$ cat src/udisc_pkg.sv
// Shared constants and types of the USB interrupt and suspend clock block
package udisc_pkg;

  // ----------------------------------------------------------------------
  // Timing
  // ----------------------------------------------------------------------
  localparam int unsigned CLK_MHZ        = 25;
  localparam int unsigned T_PULSE_NS     = 166;
  localparam int unsigned T_PSEUDO_FRAME_FLAG_NS      = 1000000;
  localparam int unsigned T_SUSP_NS      = 2000000;
  localparam int unsigned T_RESUME_NS    = 500000;
  localparam int unsigned T_SLOW_HALF_NS = 5000;
  localparam int unsigned PULSE_CYC  = (T_PULSE_NS * CLK_MHZ + 999) / 1000;
  localparam int unsigned PSEUDO_FRAME_FLAG_CYC   = T_PSEUDO_FRAME_FLAG_NS * CLK_MHZ / 1000;
  localparam int unsigned SUSP_CYC   = T_SUSP_NS * CLK_MHZ / 1000;
  localparam int unsigned RESUME_CYC = T_RESUME_NS * CLK_MHZ / 1000;
  localparam int unsigned SLOW_HALF_CYC = T_SLOW_HALF_NS * CLK_MHZ / 1000;
  localparam logic [1:0]  MISSED_LIMIT  = 2'h3;

  // ----------------------------------------------------------------------
  // Register map (byte addresses)
  // ----------------------------------------------------------------------
  localparam logic [7:0] OFS_EVENT     = 8'h00;
  localparam logic [7:0] OFS_IRQ_EN    = 8'h04;
  localparam logic [7:0] OFS_MODE      = 8'h08;
  localparam logic [7:0] OFS_HWCFG     = 8'h0C;
  localparam logic [7:0] OFS_EP_STATUS = 8'h40;
  localparam logic [7:0] OFS_EP_CONFIG = 8'h80;

  // Event register fields
  localparam int unsigned EV_BUS_RESET = 0;
  localparam int unsigned EV_RESUME    = 1;
  localparam int unsigned EV_SUSP_CHG  = 2;
  localparam int unsigned EV_EOT       = 3;
  localparam int unsigned EV_SOF       = 4;
  localparam int unsigned EV_PSEUDO_FRAME_FLAG      = 5;
  localparam int unsigned EV_BUS_STATE = 7;
  localparam int unsigned EV_EP_LO     = 8;
  localparam logic [23:0] EV_RD_CLR    = 24'h00001B;
  localparam logic [23:0] EV_W1C       = 24'h000024;
  localparam logic [23:0] EV_LATCHED   = 24'hFFFF3F;

  // Mode and configuration fields
  localparam int unsigned MODE_GLOBAL = 0;
  localparam int unsigned MODE_GO_SUSPEND_BIT = 1;
  localparam int unsigned CFG_POL     = 0;
  localparam int unsigned CFG_PULSE   = 1;
  localparam int unsigned CFG_OSC_RUN = 2;
  localparam int unsigned CFG_SLOW_DIS = 3;
  localparam int unsigned CFG_DIV_LO  = 4;
  localparam int unsigned EPC_ENABLE  = 0;

  // Reset values
  localparam logic [23:0] IRQ_EN_RST = 24'h000000;
  localparam logic [1:0]  MODE_RST   = 2'h0;
  localparam logic [7:0]  HWCFG_RST  = 8'h04;
  localparam logic [7:0]  EPC_RST    = 8'h00;
  localparam logic [7:0]  EPC_CTRL   = 8'h01;

  // ----------------------------------------------------------------------
  // Types
  // ----------------------------------------------------------------------
  typedef enum logic [3:0] {
    SP_AWAKE  = 4'h1,
    SP_ENTER  = 4'h2,
    SP_ASLEEP = 4'h4,
    SP_RESUME = 4'h8
  } udisc_susp_t;

  typedef enum logic [1:0] {
    TK_OUT_ACKED = 2'h0,
    TK_IN_ACKED  = 2'h1,
    TK_ISO_PKT   = 2'h2,
    TK_NO_ACK    = 2'h3
  } udisc_tok_t;

  typedef struct packed {
    logic bus_reset;
    logic resume;
    logic sof;
    logic dma_count_zero;
    logic bus_suspended;
  } udisc_usb_ev_t;

  typedef struct packed {
    logic       valid;
    udisc_tok_t kind;
    logic [3:0] ep;
  } udisc_txn_t;

endpackage

$ cat src/udisc_core.sv
// USB device interrupt logic with suspend and clock output sequencing
//
// Implementation choices: the register offsets and the Avalon-MM interface to the registers.
`timescale 1ns/1ns
module udisc_core #(
  parameter int unsigned PSEUDO_FRAME_FLAG_CYC   = udisc_pkg::PSEUDO_FRAME_FLAG_CYC,
  parameter int unsigned SUSP_CYC   = udisc_pkg::SUSP_CYC,
  parameter int unsigned RESUME_CYC = udisc_pkg::RESUME_CYC
) (
  // Clock and reset
  input  wire logic                 clk_sys,
  input  wire logic                 reset,
  // Avalon-MM slave
  input  wire logic [7:0]           avs_address,
  input  wire logic                 avs_read,
  input  wire logic                 avs_write,
  input  wire logic [31:0]          avs_writedata,
  input  wire logic [3:0]           avs_byteenable,
  output logic      [31:0]          avs_readdata,
  output logic                      avs_waitrequest,
  // Events from the serial engine and DMA
  input  wire udisc_pkg::udisc_usb_ev_t usb_ev,
  input  wire udisc_pkg::udisc_txn_t    txn,
  // Pins
  input  wire logic                 wakeup,
  output logic                      irq_out,
  output logic                      suspend_out,
  output logic                      divided_clock_out,
  output logic                      osc_stopped
);

  // ----------------------------------------------------------------------
  // Functions
  // ----------------------------------------------------------------------
  function automatic logic [31:0] be_merge(input logic [31:0] old_v,
                                           input logic [31:0] new_v,
                                           input logic [3:0]  be);
    logic [31:0] r;
    r = old_v;
    for (int i = 0; i < 4; i++) begin
      if (be[i]) begin
        r[i*8 +: 8] = new_v[i*8 +: 8];
      end
    end
    return r;
  endfunction

  function automatic logic in_bank(input logic [7:0] a,
                                   input logic [7:0] base);
    return a[7:6] == base[7:6];
  endfunction

  // ----------------------------------------------------------------------
  // Bus slave: one wait state, effects at the accept edge
  // ----------------------------------------------------------------------
  logic        bus_done;
  logic        rd_ack;
  logic        wr_ack;
  logic [3:0]  ep_idx;
  logic [23:0] ev;
  logic [23:0] irq_en;
  logic [1:0]  mode;
  logic [7:0]  hwcfg;
  logic [7:0]  ep_cfg [16];
  logic [31:0] next_rdata;

  assign avs_waitrequest = (avs_read | avs_write) & ~bus_done;
  assign rd_ack = avs_read & bus_done;
  assign wr_ack = avs_write & bus_done;
  assign ep_idx = avs_address[5:2];

  always_ff @(posedge clk_sys or posedge reset) begin
    if (reset) begin
      bus_done <= 1'b0;
    end else begin
      bus_done <= (avs_read | avs_write) & ~bus_done;
    end
  end

  always_comb begin
    next_rdata = 32'h00000000;
    if (avs_address == udisc_pkg::OFS_EVENT) begin
      next_rdata[23:0] = ev;
      next_rdata[udisc_pkg::EV_BUS_STATE] = usb_ev.bus_suspended;
    end else if (avs_address == udisc_pkg::OFS_IRQ_EN) begin
      next_rdata[23:0] = irq_en;
    end else if (avs_address == udisc_pkg::OFS_MODE) begin
      next_rdata[1:0] = mode;
    end else if (avs_address == udisc_pkg::OFS_HWCFG) begin
      next_rdata[7:0] = hwcfg;
    end else if (in_bank(avs_address, udisc_pkg::OFS_EP_STATUS)) begin
      next_rdata[0]    = ev[udisc_pkg::EV_EP_LO + 32'(ep_idx)];
      next_rdata[15:8] = ep_cfg[ep_idx];
    end else if (in_bank(avs_address, udisc_pkg::OFS_EP_CONFIG)) begin
      next_rdata[7:0] = ep_cfg[ep_idx];
    end
  end

  // Data loaded one cycle early so it stands at the accept edge
  always_ff @(posedge clk_sys or posedge reset) begin
    if (reset) begin
      avs_readdata <= 32'h00000000;
    end else if (avs_read & ~bus_done) begin
      avs_readdata <= next_rdata;
    end
  end

  // ----------------------------------------------------------------------
  // Control registers
  // ----------------------------------------------------------------------
  logic [31:0] wr_word;
  assign wr_word = avs_writedata;

  always_ff @(posedge clk_sys or posedge reset) begin
    if (reset) begin
      irq_en <= udisc_pkg::IRQ_EN_RST;
      mode   <= udisc_pkg::MODE_RST;
      hwcfg  <= udisc_pkg::HWCFG_RST;
    end else if (wr_ack) begin
      if (avs_address == udisc_pkg::OFS_IRQ_EN) begin
        irq_en <= 24'(be_merge({8'h00, irq_en}, wr_word, avs_byteenable));
      end
      if (avs_address == udisc_pkg::OFS_MODE) begin
        mode <= 2'(be_merge({30'h0, mode}, wr_word, avs_byteenable));
      end
      if (avs_address == udisc_pkg::OFS_HWCFG) begin
        hwcfg <= 8'(be_merge({24'h0, hwcfg}, wr_word, avs_byteenable));
      end
    end
  end

  // Control pair keeps its enable bit whatever is written
  always_ff @(posedge clk_sys or posedge reset) begin
    if (reset) begin
      for (int i = 0; i < 16; i++) begin
        ep_cfg[i] <= (i < 2) ? udisc_pkg::EPC_CTRL : udisc_pkg::EPC_RST;
      end
    end else if (wr_ack && in_bank(avs_address, udisc_pkg::OFS_EP_CONFIG)
                 && avs_byteenable[0]) begin
      ep_cfg[ep_idx] <= avs_writedata[7:0]
                        | ((ep_idx < 4'h2) ? udisc_pkg::EPC_CTRL : 8'h00);
    end
  end

  // ----------------------------------------------------------------------
  // Event register
  // ----------------------------------------------------------------------
  logic        bus_susp_d;
  logic        pseudo_frame_flag_tick;
  logic [23:0] ev_set;
  logic [23:0] ev_clr;
  logic        txn_hit;

  // NO_ACK never interrupts: OUT data counts only once acknowledged
  assign txn_hit = txn.valid && txn.kind != udisc_pkg::TK_NO_ACK
                   && ep_cfg[txn.ep][udisc_pkg::EPC_ENABLE];

  always_comb begin
    ev_set = 24'h000000;
    ev_set[udisc_pkg::EV_BUS_RESET] = usb_ev.bus_reset;
    ev_set[udisc_pkg::EV_RESUME]    = usb_ev.resume;
    ev_set[udisc_pkg::EV_SUSP_CHG]  = usb_ev.bus_suspended & ~bus_susp_d;
    ev_set[udisc_pkg::EV_EOT]       = usb_ev.dma_count_zero;
    ev_set[udisc_pkg::EV_SOF]       = usb_ev.sof;
    ev_set[udisc_pkg::EV_PSEUDO_FRAME_FLAG]      = pseudo_frame_flag_tick;
    if (txn_hit) begin
      ev_set[udisc_pkg::EV_EP_LO + 32'(txn.ep)] = 1'b1;
    end
    ev_clr = 24'h000000;
    if (rd_ack && avs_address == udisc_pkg::OFS_EVENT) begin
      ev_clr = udisc_pkg::EV_RD_CLR;
    end
    if (wr_ack && avs_address == udisc_pkg::OFS_EVENT && avs_byteenable[0]) begin
      ev_clr = ev_clr | (udisc_pkg::EV_W1C & {16'h0000, avs_writedata[7:0]});
    end
    if (rd_ack && in_bank(avs_address, udisc_pkg::OFS_EP_STATUS)) begin
      ev_clr[udisc_pkg::EV_EP_LO + 32'(ep_idx)] = 1'b1;
    end
  end

  // Set wins over clear so an event set in the accept cycle of a read is not lost
  always_ff @(posedge clk_sys or posedge reset) begin
    if (reset) begin
      ev         <= 24'h000000;
      bus_susp_d <= 1'b0;
    end else begin
      ev         <= ((ev & ~ev_clr) | ev_set) & udisc_pkg::EV_LATCHED;
      bus_susp_d <= usb_ev.bus_suspended;
    end
  end

  // ----------------------------------------------------------------------
  // Interrupt output
  // ----------------------------------------------------------------------
  logic       pending;
  logic       pending_d;
  logic       irq_active;
  logic [2:0] pulse_cnt;
  logic       pulse_on;

  assign pending = |(ev & irq_en);

  always_ff @(posedge clk_sys or posedge reset) begin
    if (reset) begin
      pending_d <= 1'b0;
      pulse_cnt <= 3'h0;
    end else begin
      pending_d <= pending;
      if (pending & ~pending_d) begin
        pulse_cnt <= 3'(udisc_pkg::PULSE_CYC);
      end else if (pulse_cnt != 3'h0) begin
        pulse_cnt <= pulse_cnt - 3'h1;
      end
    end
  end

  assign pulse_on = pulse_cnt != 3'h0;

  always_comb begin
    if (hwcfg[udisc_pkg::CFG_PULSE]) begin
      irq_active = pulse_on;
    end else begin
      irq_active = pending;
    end
    irq_active = irq_active & mode[udisc_pkg::MODE_GLOBAL];
  end

  // Polarity bit low means active low, as after reset
  always_ff @(posedge clk_sys or posedge reset) begin
    if (reset) begin
      irq_out <= 1'b1;
    end else begin
      irq_out <= irq_active ~^ hwcfg[udisc_pkg::CFG_POL];
    end
  end

  // ----------------------------------------------------------------------
  // Frame watchdog
  // ----------------------------------------------------------------------
  udisc_pkg::udisc_susp_t sp_state;
  logic [15:0] frame_cnt;
  logic [1:0]  missed;

  assign pseudo_frame_flag_tick = sp_state == udisc_pkg::SP_AWAKE && !usb_ev.sof
                     && frame_cnt == 16'(PSEUDO_FRAME_FLAG_CYC - 1);

  always_ff @(posedge clk_sys or posedge reset) begin
    if (reset) begin
      frame_cnt <= 16'h0000;
      missed    <= 2'h0;
    end else if (usb_ev.sof || sp_state != udisc_pkg::SP_AWAKE) begin
      frame_cnt <= 16'h0000;
      missed    <= 2'h0;
    end else if (pseudo_frame_flag_tick) begin
      frame_cnt <= 16'h0000;
      missed    <= (missed == udisc_pkg::MISSED_LIMIT) ? missed : missed + 2'h1;
    end else begin
      frame_cnt <= frame_cnt + 16'h0001;
    end
  end

  // ----------------------------------------------------------------------
  // Suspend sequencing
  // ----------------------------------------------------------------------
  logic        go_suspend_bit_d;
  logic        wake_s1;
  logic        wake_s2;
  logic        wake_d;
  logic        wake_rise;
  logic [15:0] sp_cnt;
  logic        go_sleep;

  // Wake-up pin is asynchronous, so synchronise before edge detection
  always_ff @(posedge clk_sys or posedge reset) begin
    if (reset) begin
      wake_s1  <= 1'b0;
      wake_s2  <= 1'b0;
      wake_d   <= 1'b0;
      go_suspend_bit_d <= 1'b0;
    end else begin
      wake_s1  <= wakeup;
      wake_s2  <= wake_s1;
      wake_d   <= wake_s2;
      go_suspend_bit_d <= mode[udisc_pkg::MODE_GO_SUSPEND_BIT];
    end
  end

  assign wake_rise = wake_s2 & ~wake_d;
  assign go_sleep  = (go_suspend_bit_d & ~mode[udisc_pkg::MODE_GO_SUSPEND_BIT])
                     | (missed == udisc_pkg::MISSED_LIMIT);

  always_ff @(posedge clk_sys or posedge reset) begin
    if (reset) begin
      sp_state <= udisc_pkg::SP_AWAKE;
      sp_cnt   <= 16'h0000;
    end else begin
      unique case (sp_state)
        udisc_pkg::SP_AWAKE: begin
          sp_cnt <= 16'h0000;
          if (go_sleep) begin
            sp_state <= udisc_pkg::SP_ENTER;
          end
        end
        udisc_pkg::SP_ENTER: begin
          if (sp_cnt == 16'(SUSP_CYC - 1)) begin
            sp_state <= udisc_pkg::SP_ASLEEP;
            sp_cnt   <= 16'h0000;
          end else begin
            sp_cnt <= sp_cnt + 16'h0001;
          end
        end
        udisc_pkg::SP_ASLEEP: begin
          if (wake_rise) begin
            sp_state <= udisc_pkg::SP_RESUME;
          end
        end
        udisc_pkg::SP_RESUME: begin
          if (sp_cnt == 16'(RESUME_CYC - 1)) begin
            sp_state <= udisc_pkg::SP_AWAKE;
          end else begin
            sp_cnt <= sp_cnt + 16'h0001;
          end
        end
      endcase
    end
  end

  // Resume delay lets the oscillator settle before the clock returns
  assign suspend_out = sp_state == udisc_pkg::SP_ASLEEP;
  assign osc_stopped = suspend_out | sp_state == udisc_pkg::SP_RESUME
                       | ~hwcfg[udisc_pkg::CFG_OSC_RUN];

  // ----------------------------------------------------------------------
  // Clock output divider
  // ----------------------------------------------------------------------
  logic [7:0] clk_half;
  logic [7:0] clk_cnt;
  logic       clk_run;
  logic       slow_run;
  logic       sleep_next;

  // Entry edge, so a stopped clock leaves no stray high cycle in suspend
  assign sleep_next = sp_state == udisc_pkg::SP_ENTER
                      && sp_cnt == 16'(SUSP_CYC - 1);

  assign slow_run = suspend_out & ~hwcfg[udisc_pkg::CFG_SLOW_DIS];
  assign clk_run  = ~osc_stopped | slow_run;
  assign clk_half = slow_run ? 8'(udisc_pkg::SLOW_HALF_CYC)
                    : {4'h0, hwcfg[udisc_pkg::CFG_DIV_LO +: 4]} + 8'h01;

  always_ff @(posedge clk_sys or posedge reset) begin
    if (reset) begin
      clk_cnt           <= 8'h00;
      divided_clock_out <= 1'b0;
    end else if (!clk_run
                 || (sleep_next && hwcfg[udisc_pkg::CFG_SLOW_DIS])) begin
      clk_cnt           <= 8'h00;
      divided_clock_out <= 1'b0;
    end else if (clk_cnt >= clk_half - 8'h01) begin
      clk_cnt           <= 8'h00;
      divided_clock_out <= ~divided_clock_out;
    end else begin
      clk_cnt <= clk_cnt + 8'h01;
    end
  end

  // ----------------------------------------------------------------------
  // Assertions
  // ----------------------------------------------------------------------
  property p_global_mask;
    @(posedge clk_sys) disable iff (reset)
    !mode[udisc_pkg::MODE_GLOBAL]
    |=> irq_out != $past(hwcfg[udisc_pkg::CFG_POL]);
  endproperty
  a_global_mask: assert property (p_global_mask)
    else $error("interrupt asserted while globally masked");

  property p_level_hold;
    @(posedge clk_sys) disable iff (reset)
    mode[udisc_pkg::MODE_GLOBAL] && !hwcfg[udisc_pkg::CFG_PULSE] && pending
    |=> irq_out == $past(hwcfg[udisc_pkg::CFG_POL]);
  endproperty
  a_level_hold: assert property (p_level_hold)
    else $error("level interrupt not asserted with pending event");

  property p_pulse_width;
    @(posedge clk_sys) disable iff (reset)
    pending && !pending_d |=> pulse_on [*5] ##1 !pulse_on || pending_d;
  endproperty
  a_pulse_width: assert property (p_pulse_width)
    else $error("interrupt pulse length wrong");

  property p_read_clear;
    @(posedge clk_sys) disable iff (reset)
    rd_ack && avs_address == udisc_pkg::OFS_EVENT && !usb_ev.bus_reset
    |=> !ev[udisc_pkg::EV_BUS_RESET];
  endproperty
  a_read_clear: assert property (p_read_clear)
    else $error("bus reset bit survived event read");

  property p_ep_sticky;
    @(posedge clk_sys) disable iff (reset)
    |($past(ev[23:udisc_pkg::EV_EP_LO]) & ~ev[23:udisc_pkg::EV_EP_LO])
    |-> $past(rd_ack)
      && $past(in_bank(avs_address, udisc_pkg::OFS_EP_STATUS));
  endproperty
  a_ep_sticky: assert property (p_ep_sticky)
    else $error("endpoint bit cleared without status read");

  property p_pseudo_frame_flag_set;
    @(posedge clk_sys) disable iff (reset)
    pseudo_frame_flag_tick |=> ev[udisc_pkg::EV_PSEUDO_FRAME_FLAG];
  endproperty
  a_pseudo_frame_flag_set: assert property (p_pseudo_frame_flag_set)
    else $error("pseudo frame event not logged");

  property p_auto_susp;
    @(posedge clk_sys) disable iff (reset)
    sp_state == udisc_pkg::SP_AWAKE && missed == udisc_pkg::MISSED_LIMIT
    |=> sp_state == udisc_pkg::SP_ENTER;
  endproperty
  a_auto_susp: assert property (p_auto_susp)
    else $error("no suspend after missed frames");

  property p_susp_delay;
    @(posedge clk_sys) disable iff (reset)
    $rose(suspend_out) |-> $past(sp_cnt) == 16'(SUSP_CYC - 1);
  endproperty
  a_susp_delay: assert property (p_susp_delay)
    else $error("suspend output changed before delay elapsed");

  property p_wake;
    @(posedge clk_sys) disable iff (reset)
    suspend_out && wake_rise |=> !suspend_out ##1 osc_stopped;
  endproperty
  a_wake: assert property (p_wake)
    else $error("wake-up did not clear suspend");

  property p_osc_off;
    @(posedge clk_sys) disable iff (reset)
    suspend_out |-> osc_stopped && (slow_run || !divided_clock_out);
  endproperty
  a_osc_off: assert property (p_osc_off)
    else $error("oscillator running in suspend");

endmodule

$ cat config.mk
export PLATFORM = sky130hd
export DESIGN_NAME = udisc_core
export DESIGN_NICKNAME = d
export VERILOG_FILES = /design/src/udisc_pkg.sv /design/src/udisc_core.sv
export SDC_FILE = /design/constraint.sdc
export NUM_CORES = 1
export LEC_CHECK = 0
export ABC_AREA = 1
export BUFFER_PORTS_ARGS = -buffer_cell sky130_fd_sc_hd__buf_2
export CAP_MARGIN = 10
export CORE_ASPECT_RATIO = 0.9
export CORE_MARGIN = 2
export CORE_UTILIZATION = 35
export DETAILED_ROUTE_END_ITERATION = 12
export MAX_ROUTING_LAYER = met4
export SLEW_MARGIN = 20
export SYNTH_ARGS = -nofsm -noshare
export SYNTH_HDL_FRONTEND = slang
export SYNTH_SLANG_ARGS = --single-unit
$ cat constraint.sdc
create_clock -name clk_sys -period 7.85 [get_ports clk_sys]
set_input_delay 1.1775 -clock clk_sys [delete_from_list [all_inputs] [get_ports clk_sys]]
set_output_delay 1.1775 -clock clk_sys [all_outputs]
set_load 0.02 [all_outputs]
==> results of run 1 <==
[metal layers]
layer	routed length, µm	up-vias	global-route usage, %
met2	16300	305	29.9
met5	0	-	-
met4	683	0	3.40
li1	-	5549	-
met1	17500	5448	27.4
met3	1640	48	2.13
[placed cells by master, fill, tap and decap left out, types with 14 or more instances in the layout]
cell	synthesis	layout
buf_2	9	80
a22oi_1	26	26
mux2_2	15	15
nand3_1	78	78
nor2_1	94	93
ha_1	15	15
o21ai_0	197	197
dfrtp_1	261	261
nand2_1	582	582
clkbuf_16	0	29
xor2_1	14	14
nor3_1	18	18
a21oi_1	69	69
inv_1	121	120
nand4_1	36	36
[flip-flops by register name, indices dropped and copies added, names as in the netlist, 2 cells and up]
name          flops
irq_en           24
sp_state          4
missed            2
avs_readdata     24
ep_cfg          128
sp_cnt           16
ev               22
pulse_cnt         3
clk_cnt           8
hwcfg             8
frame_cnt        16
mode              2
[worst max-delay path, cell delays in order]
cell,delay (ns)
buf_2,0.37
clkinv_1,0.72
nor2_2,0.75
buf_4,0.34
nand3_1,0.54
o21ai_0,0.39
[power groups by stage]
| stage | Clock [µW] | Combinational [µW] | Sequential (µW) |
|---|---|---|---|
| floorplan | 0 | 187 | 1510 |
| global placement | 0 | 278 | 1510 |
| detailed placement | 0 | 286 | 1510 |
| CTS | 1500 | 287 | 1480 |
| global route | 1560 | 322 | 1490 |
| finish | 1470 | 284 | 1480 |
[worst paths after layout]
path                                          end  slack [ns]  depth (start not counted)
max in group asynchronous        avs_readdata[22]        5.48                          4
worst max register to register  divided_clock_out        4.60                         16
worst max-delay path                   ep_cfg[72]        3.98                          6
min in group asynchronous               sp_cnt[4]        0.61                          2
worst min register to register            wake_s2        0.36                          0
worst min-delay path                      wake_s2        0.36                          0
[layout make-up]
class,count,area share (%)
clock inverter,11,1.23
multi-input combinational,1203,38.1
timing repair buffer,91,3.28
tap,483,4.04
clock buffer,39,5.64
sequential,266,44.5
inverter,127,3.21
[cell usage after synthesis, types with 2 or more instances]
library cell | instances | area [µm²]
nor2_1 | 94 | 353
inv_2 | 4 | 15.0
nand4_2 | 2 | 25.0
xor2_1 | 14 | 123
ha_1 | 15 | 188
clkinv_1 | 2 | 7.51
o211ai_1 | 2 | 15.0
nand4_1 | 36 | 225
o21bai_1 | 5 | 37.5
nand2_1 | 582 | 2180
nand3_1 | 78 | 390
a21o_1 | 3 | 22.5
nor3_4 | 2 | 32.5
mux2_2 | 15 | 169
a21oi_1 | 69 | 345
nor3_1 | 18 | 90.1
buf_4 | 9 | 67.6
nor3_2 | 2 | 20.0
dfrtp_1 | 261 | 6530
o31ai_1 | 11 | 82.6
nor2_2 | 2 | 12.5
nand3b_1 | 2 | 15.0
clkbuf_1 | 53 | 199
buf_2 | 9 | 45.0
o21a_1 | 5 | 37.5
a31oi_1 | 2 | 12.5
nor3b_1 | 2 | 15.0
o21ai_0 | 197 | 986
inv_1 | 121 | 454
xnor2_1 | 2 | 17.5
a22oi_1 | 26 | 195
dfstp_2 | 5 | 131
[per-stage QoR]
| step | util [%] | instance area, µm² | hold WS [ns] | cells | power [µW] |
|---|---|---|---|---|---|
| floorplan | - | 13200 | 0.331 | 1668 | 1690 |
| detailed placement | 37.5 | 13900 | 0.343 | 2170 | 1790 |
| finish | 40.3 | 15000 | 0.358 | 2220 | 3240 |
| global route | 40.3 | 15000 | 0.368 | 2220 | 3370 |
| global placement | 37.5 | 13900 | 0.348 | 2170 | 1780 |
| CTS | 40.3 | 15000 | 0.366 | 2220 | 3270 |
[cell families (layout without fill, tap and decap cells)]
group                      Yosys count  after routing
AOI/OAI and AO/OA                  325            325
xor gates and xnor gates            16             16
adders and majority gates           15             15
buffers and inverters              199            268
DFF                                266            266
muxes                               15             15
other                                1              8
and+or+nand+nor                    824            824
==> out/summary.md, run 1 <==
Clock network
• clock latency at the later pin of the worst-skew pair: 0.55 ns
• worst-case clock buffer depth: 3
• cts hold-fix bufs: 0
• number of sinks driven by the clock tree: 266
• Resized cells post-CTS: 0
• Post-CTS Setup Bufs: 0
• TritonCTS clock tree: done
• CTS root buf: clkbuf_16
• CTS Buf Count: 29
• register clock-pin slew on the reported worst setup and hold paths: 0.06 ns
• CTS H-Tree Depth: 1

STA
• maximum operating frequency: 258 MHz
• setup TNS after final layout: 0 ns
• final-report setup violation count: 0
• Max-Slew Margin vs Limit: 30.1%
• setup repair after global routing missed its margin: no
• max-slew violation count: 0
• post-layout minimum cycle time: 3.87 ns
• worst slew pin tran: 1.05 ns
• minimum setup slack in the final design: 3.98 ns
• Final period util: 49.4%
• final worst clock skew: 0.0114 ns
• Fin. Hold Viols: 0

Die
• overall die height: 188 µm
• initial core utilization: 35.3%
• die area: 0.0391 mm²
• horizontal die dimension: 208 µm
• Std-Cell Rows: 67
• IO Pins: 98
• Core Box Area: 0.0371 mm²

Pwr
• power per cell area: 217 mW/mm²
• Cell Int Power: 2430 µW
• clock share of power: 45.5%
• leakage component of the power: 0.00740 µW
• switching power total: 808 µW
• fraction of power spent switching nets: 24.9%
• part of the power in registers: 45.8%
• share of power burned in combinational logic: 8.8%
• VDD IR-drop max: 151 µV

Route
• antenna viol nets, final: 0
• router iterations before antenna repair: 6
• number of vias per cell after detailed routing: 5.11
• vias post-DR: 11.4k
• post-detailed-routing wire length: 36.1 mm
• final routed wire length divided by cell count: 16.3 µm
• Starting DRT DRC Count: 832
• Remaining DRCs: 0

Worst setup path
• element type at the critical path start: primary input
• start-to-end type of the worst setup path: primary input to flop
• worst setup path startpoint: avs_address[3]
• Crit. End Element: flop
• R2R Path Start: sp_state[0]
• peak fanout along the critical path: 18
• WP data required: 8.30 ns
• crit path DAT: 4.32 ns

Yosys
• post-synthesis cell area: 0.0131 mm²
• prevailing post-synth register cell: dfrtp_1
• flop and latch count out of synthesis: 266
• distinct cell type count after synthesis: 43
• sequential-to-total area share from yosys stat: 50.8%
• synthesized-area fraction occupied by and/or/nand/nor cells: 25.9%
• count of flip-flops with a built-in enable after synthesis: 0
• count of mapped cells out of synthesis: 1661
• xor-xnor portion of the synthesized cell area: 1.07%
• count of yosys warnings during synthesis: 0
• share of synthesized registers carrying an async set or reset: 100%
• largest family of logic cells by synthesized area: simple AND/OR/NAND/NOR gates
• synthesized-area fraction occupied by ao, oa, aoi and oai cells: 13.5%
• post-synthesis share of cell area spent on full adders, half adders and majority gates: 1.43%
• multiplexer area fraction after synthesis: 1.29%
• synthesized area per cell: 7.90 µm²

Placed design
• HPWL after detailed placement: 24.8 mm
• number of buffers added on ports: 80
• final weighted congestion in routability-driven placement: 0.905
• post-place setup slack: 3.45 ns

Finish
• sequential standard cell area: 0.00666 mm²
• fill count: 3801
• Final #Nets: 1794
• antenna cell count: 0
• area of the multi-input gates: 0.00570 mm²
• layout-stage area growth over the synthesis result: 14.0%
• proportion of layout cells with a drive suffix above 1: 10.1%

Run
• number of maximum-capacitance constraint violations: 0

GRT
• pin count of the biggest net entering global routing: 85
• via count of the first global-routing pass: 11.0k
• overall track demand over capacity in global routing: 19.2%
• antenna violations before repair: 1
• grt total ovfl: 0
• first-pass GRT wire length: 59.6 mm

Hold path
• startpoint of the worst hold path: wake_s1
• type of the tightest min-delay check: flop to flop

Outcome
• outcome: complete, no violations

(Power assumes the default switching activity.)
==> run 2, diff against run 1 <==
- ABC_AREA: 1 -> 0
- clock period: 7.85 -> 3.31 ns (I/O delays scaled with it)
==> run 2 against run 1 <==
Effect of this change:
- die area decreased by 2.1%
- highest routed layer unchanged
- critical path type is now flop to flop
- via count decreased by 23%
- critical endpoint is now clk_cnt[5]
- sequential cell count unchanged
- largest cell class unchanged
- sequential share of layout area about the same
- synthesized cell count decreased by 36%
==> out/summary.md, run 2 <==
Outcome
• outcome: complete, no violations

Worst setup path
• R2R Path Start: hwcfg[4]
• count of cell instances traversed by the critical path: 11, +5
• start-to-end type of the worst setup path: flop to flop
• critical path's largest stage delay: 0.45 ns, -0.30 ns
• Crit. End Element: flop
• WP data required: 3.80 ns, -4.50 ns
• delay-heaviest family, CP: simple AND/OR/NAND/NOR gates
• buffer and inverter count on the worst path: 0, -3
• worst setup path startpoint: hwcfg[4]
• crit path DAT: 3.30 ns, -1.02 ns
• element type at the critical path start: flop
• reg-to-reg setup timing slack: 0.49 ns, -4.11 ns
• CP Capture Point: clk_cnt[5]
• worst-path cell chain: ha_1, nand2b_1, nor2_1, a21oi_1, ha_1, a21o_1, a21o_1, a21oi_1, o31a_1, nand2_1, nor2_1
• peak fanout along the critical path: 7, -11
• master of the slowest instance on the critical path: dfrtp_1
• depth of the worst register-to-register path: 11, -5
• end of the worst register-to-register path: clk_cnt[5]

Clock network
• CTS Buf Count: 30, +3.4%
• CTS H-Tree Depth: 1, unchanged
• worst-case clock buffer depth: 3, unchanged
• register clock-pin slew on the reported worst setup and hold paths: 0.07 ns, about the same
• Resized cells post-CTS: 0, unchanged
• number of sinks driven by the clock tree: 266, unchanged
• CTS root buf: clkbuf_16
• cts hold-fix bufs: 0, unchanged
• TritonCTS clock tree: done
• clock latency at the later pin of the worst-skew pair: 0.57 ns, +0.02 ns
• Post-CTS Setup Bufs: 0, unchanged

Route
• number of vias per cell after detailed routing: 5.28, +3.4%
• Remaining DRCs: 0, unchanged
• final routed wire length divided by cell count: 19.6 µm, +20%
• antenna viol nets, final: 0, unchanged
• vias post-DR: 8699, -23%
• post-detailed-routing wire length: 32.2 mm, -11%
• Starting DRT DRC Count: 742, -11%
• router iterations before antenna repair: 5, -1

Pwr
• switching power total: 1950 µW, +140%
• leakage component of the power: 0.00680 µW, -8.2%
• fraction of power spent switching nets: 24.7%, -0.21 points
• post-layout total power: 7910 µW, +140%
• VDD IR-drop max: 358 µV, +140%
• clock share of power: 45.4%, about the same
• Cell Int Power: 5950 µW, +140%
• power per cell area: 529 mW/mm², +140%
• share of power burned in combinational logic: 9.8%, +1.0 points
• part of the power in registers: 44.8%, -1.0 points

STA
• minimum setup slack in the final design: 0.494 ns, -3.48 ns
• final-report setup violation count: 0, unchanged
• Fin. Hold Viols: 0, unchanged
• Max-Slew Margin vs Limit: 48.4%, +18 points
• final worst clock skew: 0.0310 ns, +0.0196 ns
• final hold slack: 0.0578 ns, -0.300 ns
• worst slew pin tran: 0.764 ns, -0.282 ns
• max-slew violation count: 0, unchanged
• setup repair after global routing missed its margin: no
• post-layout minimum cycle time: 2.82 ns
• Final period util: 85.1%
• maximum operating frequency: 355 MHz

Placed design
• final weighted congestion in routability-driven placement: 0.866, -4.3%
• post-place setup slack: 0.428 ns, -3.02 ns
• number of placed cells counting well taps: 1588, -27%
• number of buffers added on ports: 80, unchanged
• HPWL after detailed placement: 22.1 mm, -11%

Die
• horizontal die dimension: 206 µm, -1.1%
• Std-Cell Rows: 66, -1.5%
• overall die height: 186 µm, -1.1%
• die area: 0.0382 mm², -2.1%
• initial core utilization: 35.5%, +0.16 points
• Core Box Area: 0.0362 mm², -2.6%
• IO Pins: 98, unchanged

Yosys
• synthesized area per cell: 12.1 µm², +53%
• top cell type's share of synthesized area: 50.9%, +1.1 points
• count of mapped cells out of synthesis: 1060, -36%
• synthesized-area fraction occupied by ao, oa, aoi and oai cells: 7.10%, -6.4 points
• post-synthesis share of cell area spent on full adders, half adders and majority gates: 1.46%, +0.032 points
• largest family of logic cells by synthesized area: multiplexers
• distinct cell type count after synthesis: 63, +47%
• synthesized-area fraction occupied by and/or/nand/nor cells: 12.4%, -13 points
• post-synth top area cell: dfrtp_1
• post-synthesis cell area: 0.0128 mm², -2.2%
• sequential-to-total area share from yosys stat: 51.9%, +1.1 points
• xor-xnor portion of the synthesized cell area: 2.87%, +1.8 points
• prevailing post-synth register cell: dfrtp_1
• count of flip-flops with a built-in enable after synthesis: 0, unchanged
• biggest area contributors in the synthesized netlist: dfrtp_1 51%, mux2_2 13%, mux4_2 8.1%
• Commonest cells post-synth: 261 x dfrtp_1, 146 x mux2_2, 112 x nor2_1, 51 x nand2_1, 48 x o21ai_0
• flop and latch count out of synthesis: 266, unchanged
• multiplexer area fraction after synthesis: 21.5%, +20 points
• count of yosys warnings during synthesis: 0, unchanged
• most common cell in the netlist: dfrtp_1
• share of synthesized registers carrying an async set or reset: 100%, unchanged

Finish
• highest-count cells in the layout ignoring fill and taps: 261 x dfrtp_1, 146 x mux2_2, 112 x nor2_1, 80 x buf_2, 51 x nand2_1
• proportion of layout cells with a drive suffix above 1: 33.5%, +23 points
• sequential standard cell area: 0.00666 mm², unchanged
• area of the multi-input gates: 0.00585 mm², +2.7%
• most common library cell in the layout ignoring fill and taps: dfrtp_1
• post-layout utilization of the core: 41.4%, +1.1 points
• largest registers ranked by flip-flop count: ep_cfg: 128 flops, avs_readdata: 24 flops, irq_en: 24 flops
• fill count: 3397, -11%
• layout-stage area growth over the synthesis result: 16.5%
• final cell count without fillers: 1646, -26%
• Final #Nets: 1220, -32%
• number of flip-flops in the largest register: 128, unchanged
• register containing the most flip-flops in the final layout: ep_cfg

GRT
• via count of the first global-routing pass: 8872, -19%
• overall track demand over capacity in global routing: 17.9%, -1.3 points
• antenna violations before repair: 2, +1
• grt total ovfl: 0, unchanged
• first-pass GRT wire length: 51.6 mm, -13%
• pin count of the biggest net entering global routing: 55, -35%

Run
• number of maximum-capacitance constraint violations: 0, unchanged

Hold path
• type of the tightest min-delay check: primary input to asynchronous set/reset pin

==> run 2: cell count changes in the layout (fill, tap and decap cells not counted), moves of 16 or more <==
cell,previous run,this run
a21oi_1,69,28
a221oi_1,0,20
a22oi_1,26,10
buf_4,9,25
inv_1,120,9
mux2_2,15,146
mux4_2,0,46
nand2_1,582,51
nand2b_1,0,17
nand3_1,78,29
nand4_1,36,9
nor2_1,93,112
o21ai_0,197,48
xnor2_1,2,27
==> run 2: cell families after synthesis <==
group           count (synthesis)
compound gates                140
flops                         266
fa+ha+maj                      15
buf+inv                        76
mux                           200
xor+xnor                       42
simple gates                  320
other cells                     1
==> run 2: worst min-delay path by stage <==
stage	from	to	slack, ns	cells past startpoint
global placement	wake_s2	wake_d	0.37	0
detailed placement	wake_s2	wake_d	0.37	0
global route	wakeup	wake_s1	0.04	1
CTS	wakeup	wake_s1	0.04	1
floorplan	wake_s1	wake_s2	0.33	0
finish	reset	wake_d	0.06	2
==> run 2: power by group through the flow <==
stage	logic [µW]	clock network (µW)	registers, µW
CTS	788	3670	3540
detailed placement	785	0	3600
floorplan	483	0	3630
global route	866	3810	3560
finish	775	3590	3540
global placement	770	0	3590
==> run 2: through the flow <==
stage	TNS, ns	instance area (µm²)
floorplan	-181.11	12900
global placement	0	13900
detailed placement	0	13900
CTS	0	15000
global route	0	15000
finish	0	15000
==> run 2: final cells by class <==
| type | instances | area share, % |
|---|---|---|
| multi-input cells | 725 | 39.1 |
| inverters | 10 | 0.276 |
| well taps | 476 | 3.98 |
| flip-flops and latches | 266 | 44.5 |
| repair buffers | 111 | 4.73 |
| clock buffers | 41 | 5.96 |
| clock inverters | 15 | 1.38 |
| diodes | 2 | 0.0335 |
==> run 2: worst reg2reg max path, stage by stage, from the launching register on <==
cell,delay (ns)
dfrtp_1,0.45
ha_1,0.38
nand2b_1,0.22
nor2_1,0.22
a21oi_1,0.11
ha_1,0.31
a21o_1,0.16
a21o_1,0.17
a21oi_1,0.14
o31a_1,0.21
nand2_1,0.19
nor2_1,0.18
==> run 2: layer usage <==
| metal | vias to the layer above | wire length [µm] | track usage (%) |
|---|---|---|---|
| met3 | 43 | 1800 | 3.01 |
| met5 | - | 0 | - |
| li1 | 4009 | - | - |
| met2 | 218 | 14600 | 27.3 |
| met4 | 0 | 670 | 3.74 |
| met1 | 4429 | 15100 | 25.1 |
==> run 3, diff against run 2 <==
--- a/config.mk
+++ b/config.mk
@@ -14,5 +14,4 @@
 export DETAILED_ROUTE_END_ITERATION = 12
 export MAX_ROUTING_LAYER = met4
-export SLEW_MARGIN = 20
 export SYNTH_ARGS = -nofsm -noshare
 export SYNTH_HDL_FRONTEND = slang
==> constraint.sdc (replaced) <==
create_clock -name clk_sys -period 3.31 [get_ports clk_sys]
set_input_delay 0.1655 -clock clk_sys [delete_from_list [all_inputs] [get_ports clk_sys]]
set_output_delay 0.1655 -clock clk_sys [all_outputs]
set_load 0.02 [all_outputs]
==> run 3 against run 2 <==
Effect of this change:
- clock skew fell by 0.023 ns
- largest cell class unchanged
- critical endpoint is now clk_cnt[6]
- clock-buffer cell count rose by 4
- first-iteration DRC count fell by 5.8%
- worst setup slack improved by 0.085 ns
- utilization rose by 0.21 points
- die area did not move
==> out/summary.md, run 3 (synthesis gave the netlist of run 2 again) <==
Placed design
• final weighted congestion in routability-driven placement: 0.836, -3.5%
• HPWL after detailed placement: 21.9 mm, -0.91%
• number of placed cells counting well taps: 1582, -0.38%
• number of buffers added on ports: 80, unchanged

Pwr
• fraction of power spent switching nets: 25.0%, +0.27 points
• Cell Int Power: 5730 µW, -3.8%
• power per cell area: 508 mW/mm², -3.9%
• clock share of power: 43.3%, -2.1 points
• part of the power in registers: 46.4%, +1.6 points
• leakage component of the power: 0.00684 µW, +0.60%
• post-layout total power: 7640 µW, -3.4%
• switching power total: 1910 µW, -2.4%
• share of power burned in combinational logic: 10.4%, +0.6 points
• VDD IR-drop max: 378 µV, +5.3%

STA
• final hold slack: 0.0723 ns, +0.0145 ns
• setup repair after global routing missed its margin: no
• post-layout minimum cycle time: 2.73 ns, -0.0851 ns
• final worst clock skew: 0.00829 ns, -0.0227 ns
• setup TNS after final layout: 0 ns, unchanged
• Max-Slew Margin vs Limit: 45.4%, -3.0 points
• maximum operating frequency: 366 MHz, +3.1%
• worst slew pin tran: 0.818 ns, +0.0536 ns
• Fin. Hold Viols: 0, unchanged
• final-report setup violation count: 0, unchanged
• Final period util: 82.5%, -2.6 points
• max-slew violation count: 0, unchanged

Clock network
• CTS Buf Count: 30, unchanged
• clock latency at the later pin of the worst-skew pair: 0.56 ns, about the same
• Resized cells post-CTS: 0, unchanged
• worst-case clock buffer depth: 3, unchanged
• register clock-pin slew on the reported worst setup and hold paths: 0.06 ns, about the same
• number of sinks driven by the clock tree: 266, unchanged
• CTS root buf: clkbuf_16
• TritonCTS clock tree: done
• CTS H-Tree Depth: 1, unchanged

Die
• IO Pins: 98, unchanged
• Core Box Area: 0.0362 mm², unchanged
• overall die height: 186 µm, unchanged
• horizontal die dimension: 206 µm, unchanged
• Std-Cell Rows: 66, unchanged
• initial core utilization: 35.5%, unchanged
• die area: 0.0382 mm², unchanged

Finish
• Final #Nets: 1242, +1.8%
• post-layout utilization of the core: 41.6%, +0.21 points
• most common library cell in the layout ignoring fill and taps: dfrtp_1
• fill count: 3384, -0.38%
• register containing the most flip-flops in the final layout: ep_cfg
• highest-count cells in the layout ignoring fill and taps: 261 x dfrtp_1, 146 x mux2_2, 112 x nor2_1, 80 x buf_2, 51 x nand2_1
• largest registers ranked by flip-flop count: ep_cfg: 128 flops, avs_readdata: 24 flops, irq_en: 24 flops
• proportion of layout cells with a drive suffix above 1: 31.9%, -1.5 points
• final cell count without fillers: 1667, +1.3%
• layout-stage area growth over the synthesis result: 17.1%
• number of flip-flops in the largest register: 128, unchanged

Worst setup path
• peak fanout along the critical path: 7, unchanged
• end of the worst register-to-register path: clk_cnt[6]
• worst setup path startpoint: hwcfg[4]
• depth of the worst register-to-register path: 11, unchanged
• R2R Path Start: hwcfg[4]
• reg-to-reg setup timing slack: 0.58 ns, +0.09 ns
• crit path DAT: 3.22 ns, -0.08 ns
• WP data required: 3.80 ns, about the same
• element type at the critical path start: flop
• start-to-end type of the worst setup path: flop to flop
• Crit. End Element: flop
• CP Capture Point: clk_cnt[6]

Outcome
• outcome: complete, no violations

GRT
• pin count of the biggest net entering global routing: 135, +150%
• via count of the first global-routing pass: 9052, +2.0%
• grt total ovfl: 0, unchanged
• overall track demand over capacity in global routing: 17.9%, about the same
• antenna violations before repair: 1, -1
• first-pass GRT wire length: 51.4 mm, -0.35%

Route
• antenna viol nets, final: 0, unchanged
• Remaining DRCs: 0, unchanged
• post-detailed-routing wire length: 32.1 mm, -0.30%
• vias post-DR: 8867, +1.9%
• number of vias per cell after detailed routing: 5.32, +0.65%
• router iterations before antenna repair: 6, +1
• Starting DRT DRC Count: 699, -5.8%
• final routed wire length divided by cell count: 19.3 µm, -1.6%

Hold path
• type of the tightest min-delay check: primary input to flop

Run
• number of maximum-capacitance constraint violations: 0, unchanged

[run 3: cell count changes in the layout (fill, tap and decap cells not counted), sizes merged]
cell	delta
clkbuf	+4
bufinv	-3
diode	-1
buf	-6
inv	-1
clkinv	+5
clkinvlp	-5
dlygate4sd3	+28
[run 3: per-stage QoR]
stage          cell area (µm²)  setup slack [ns]
6_report                 15000             0.580
4_1_cts                  15000             0.548
2_1_floorplan            12900            -0.363
3_5_place_dp             13800             0.554
5_1_grt                  15000             0.290
3_3_place_gp             13800             0.616
[run 3: critical path: stages (launching register included)]
cell and delay [ns]:
dfrtp_1 0.45, ha_1 0.38, nand2b_1 0.22, nor2_1 0.22
a21oi_1 0.11, ha_1 0.30, a21o_1 0.16, a21o_1 0.17
a21oi_1 0.13, o31a_1 0.20, nand2_1 0.17, nor2_1 0.15
[run 3: what timing repair did]
action                    in CTS  in global routing
hold endpoints to repair     296                  0
setup buffers                  0                  0
hold buffers                  28                  0
[run 3: layout make-up]
cell class	count	area (µm²)	share of cell area (%)
clock inverter	11	83.8	0.558
timing repair buffer	133	893	5.94
multi-input combinational	725	5850	38.9
tap	476	596	3.96
clock buffer	45	908	6.04
sequential	266	6660	44.3
inverter	10	41.3	0.275
antenna	1	2.50	0.0166
[run 3: worst min path at each step]
stage	from	depth (start not counted)	slack (ns)	to
4_1_cts	avs_read	4	0.03	ev[11]
3_5_place_dp	usb_ev[0]	1	0.30	bus_susp_d
6_report	avs_read	4	0.07	ev[11]
2_1_floorplan	usb_ev[0]	0	0.20	bus_susp_d
3_3_place_gp	wakeup	1	0.30	wake_s1
5_1_grt	avs_read	4	0.08	ev[10]
[run 3: routing by layer]
layer	vias up	track usage [%]	part of all wire, %
li1	4051	-	-
met1	4533	24.5	47
met5	-	-	0
met4	0	4.17	2.0
met3	54	3.03	5.2
met2	229	27.8	46
[run 3: power groups by stage]
stage	sequential, µW	combinational (µW)	clock, µW
6_report	3540	791	3310
5_1_grt	3560	877	3550
4_1_cts	3540	803	3410
3_5_place_dp	3600	774	0
3_3_place_gp	3590	760	0
2_1_floorplan	3630	483	0
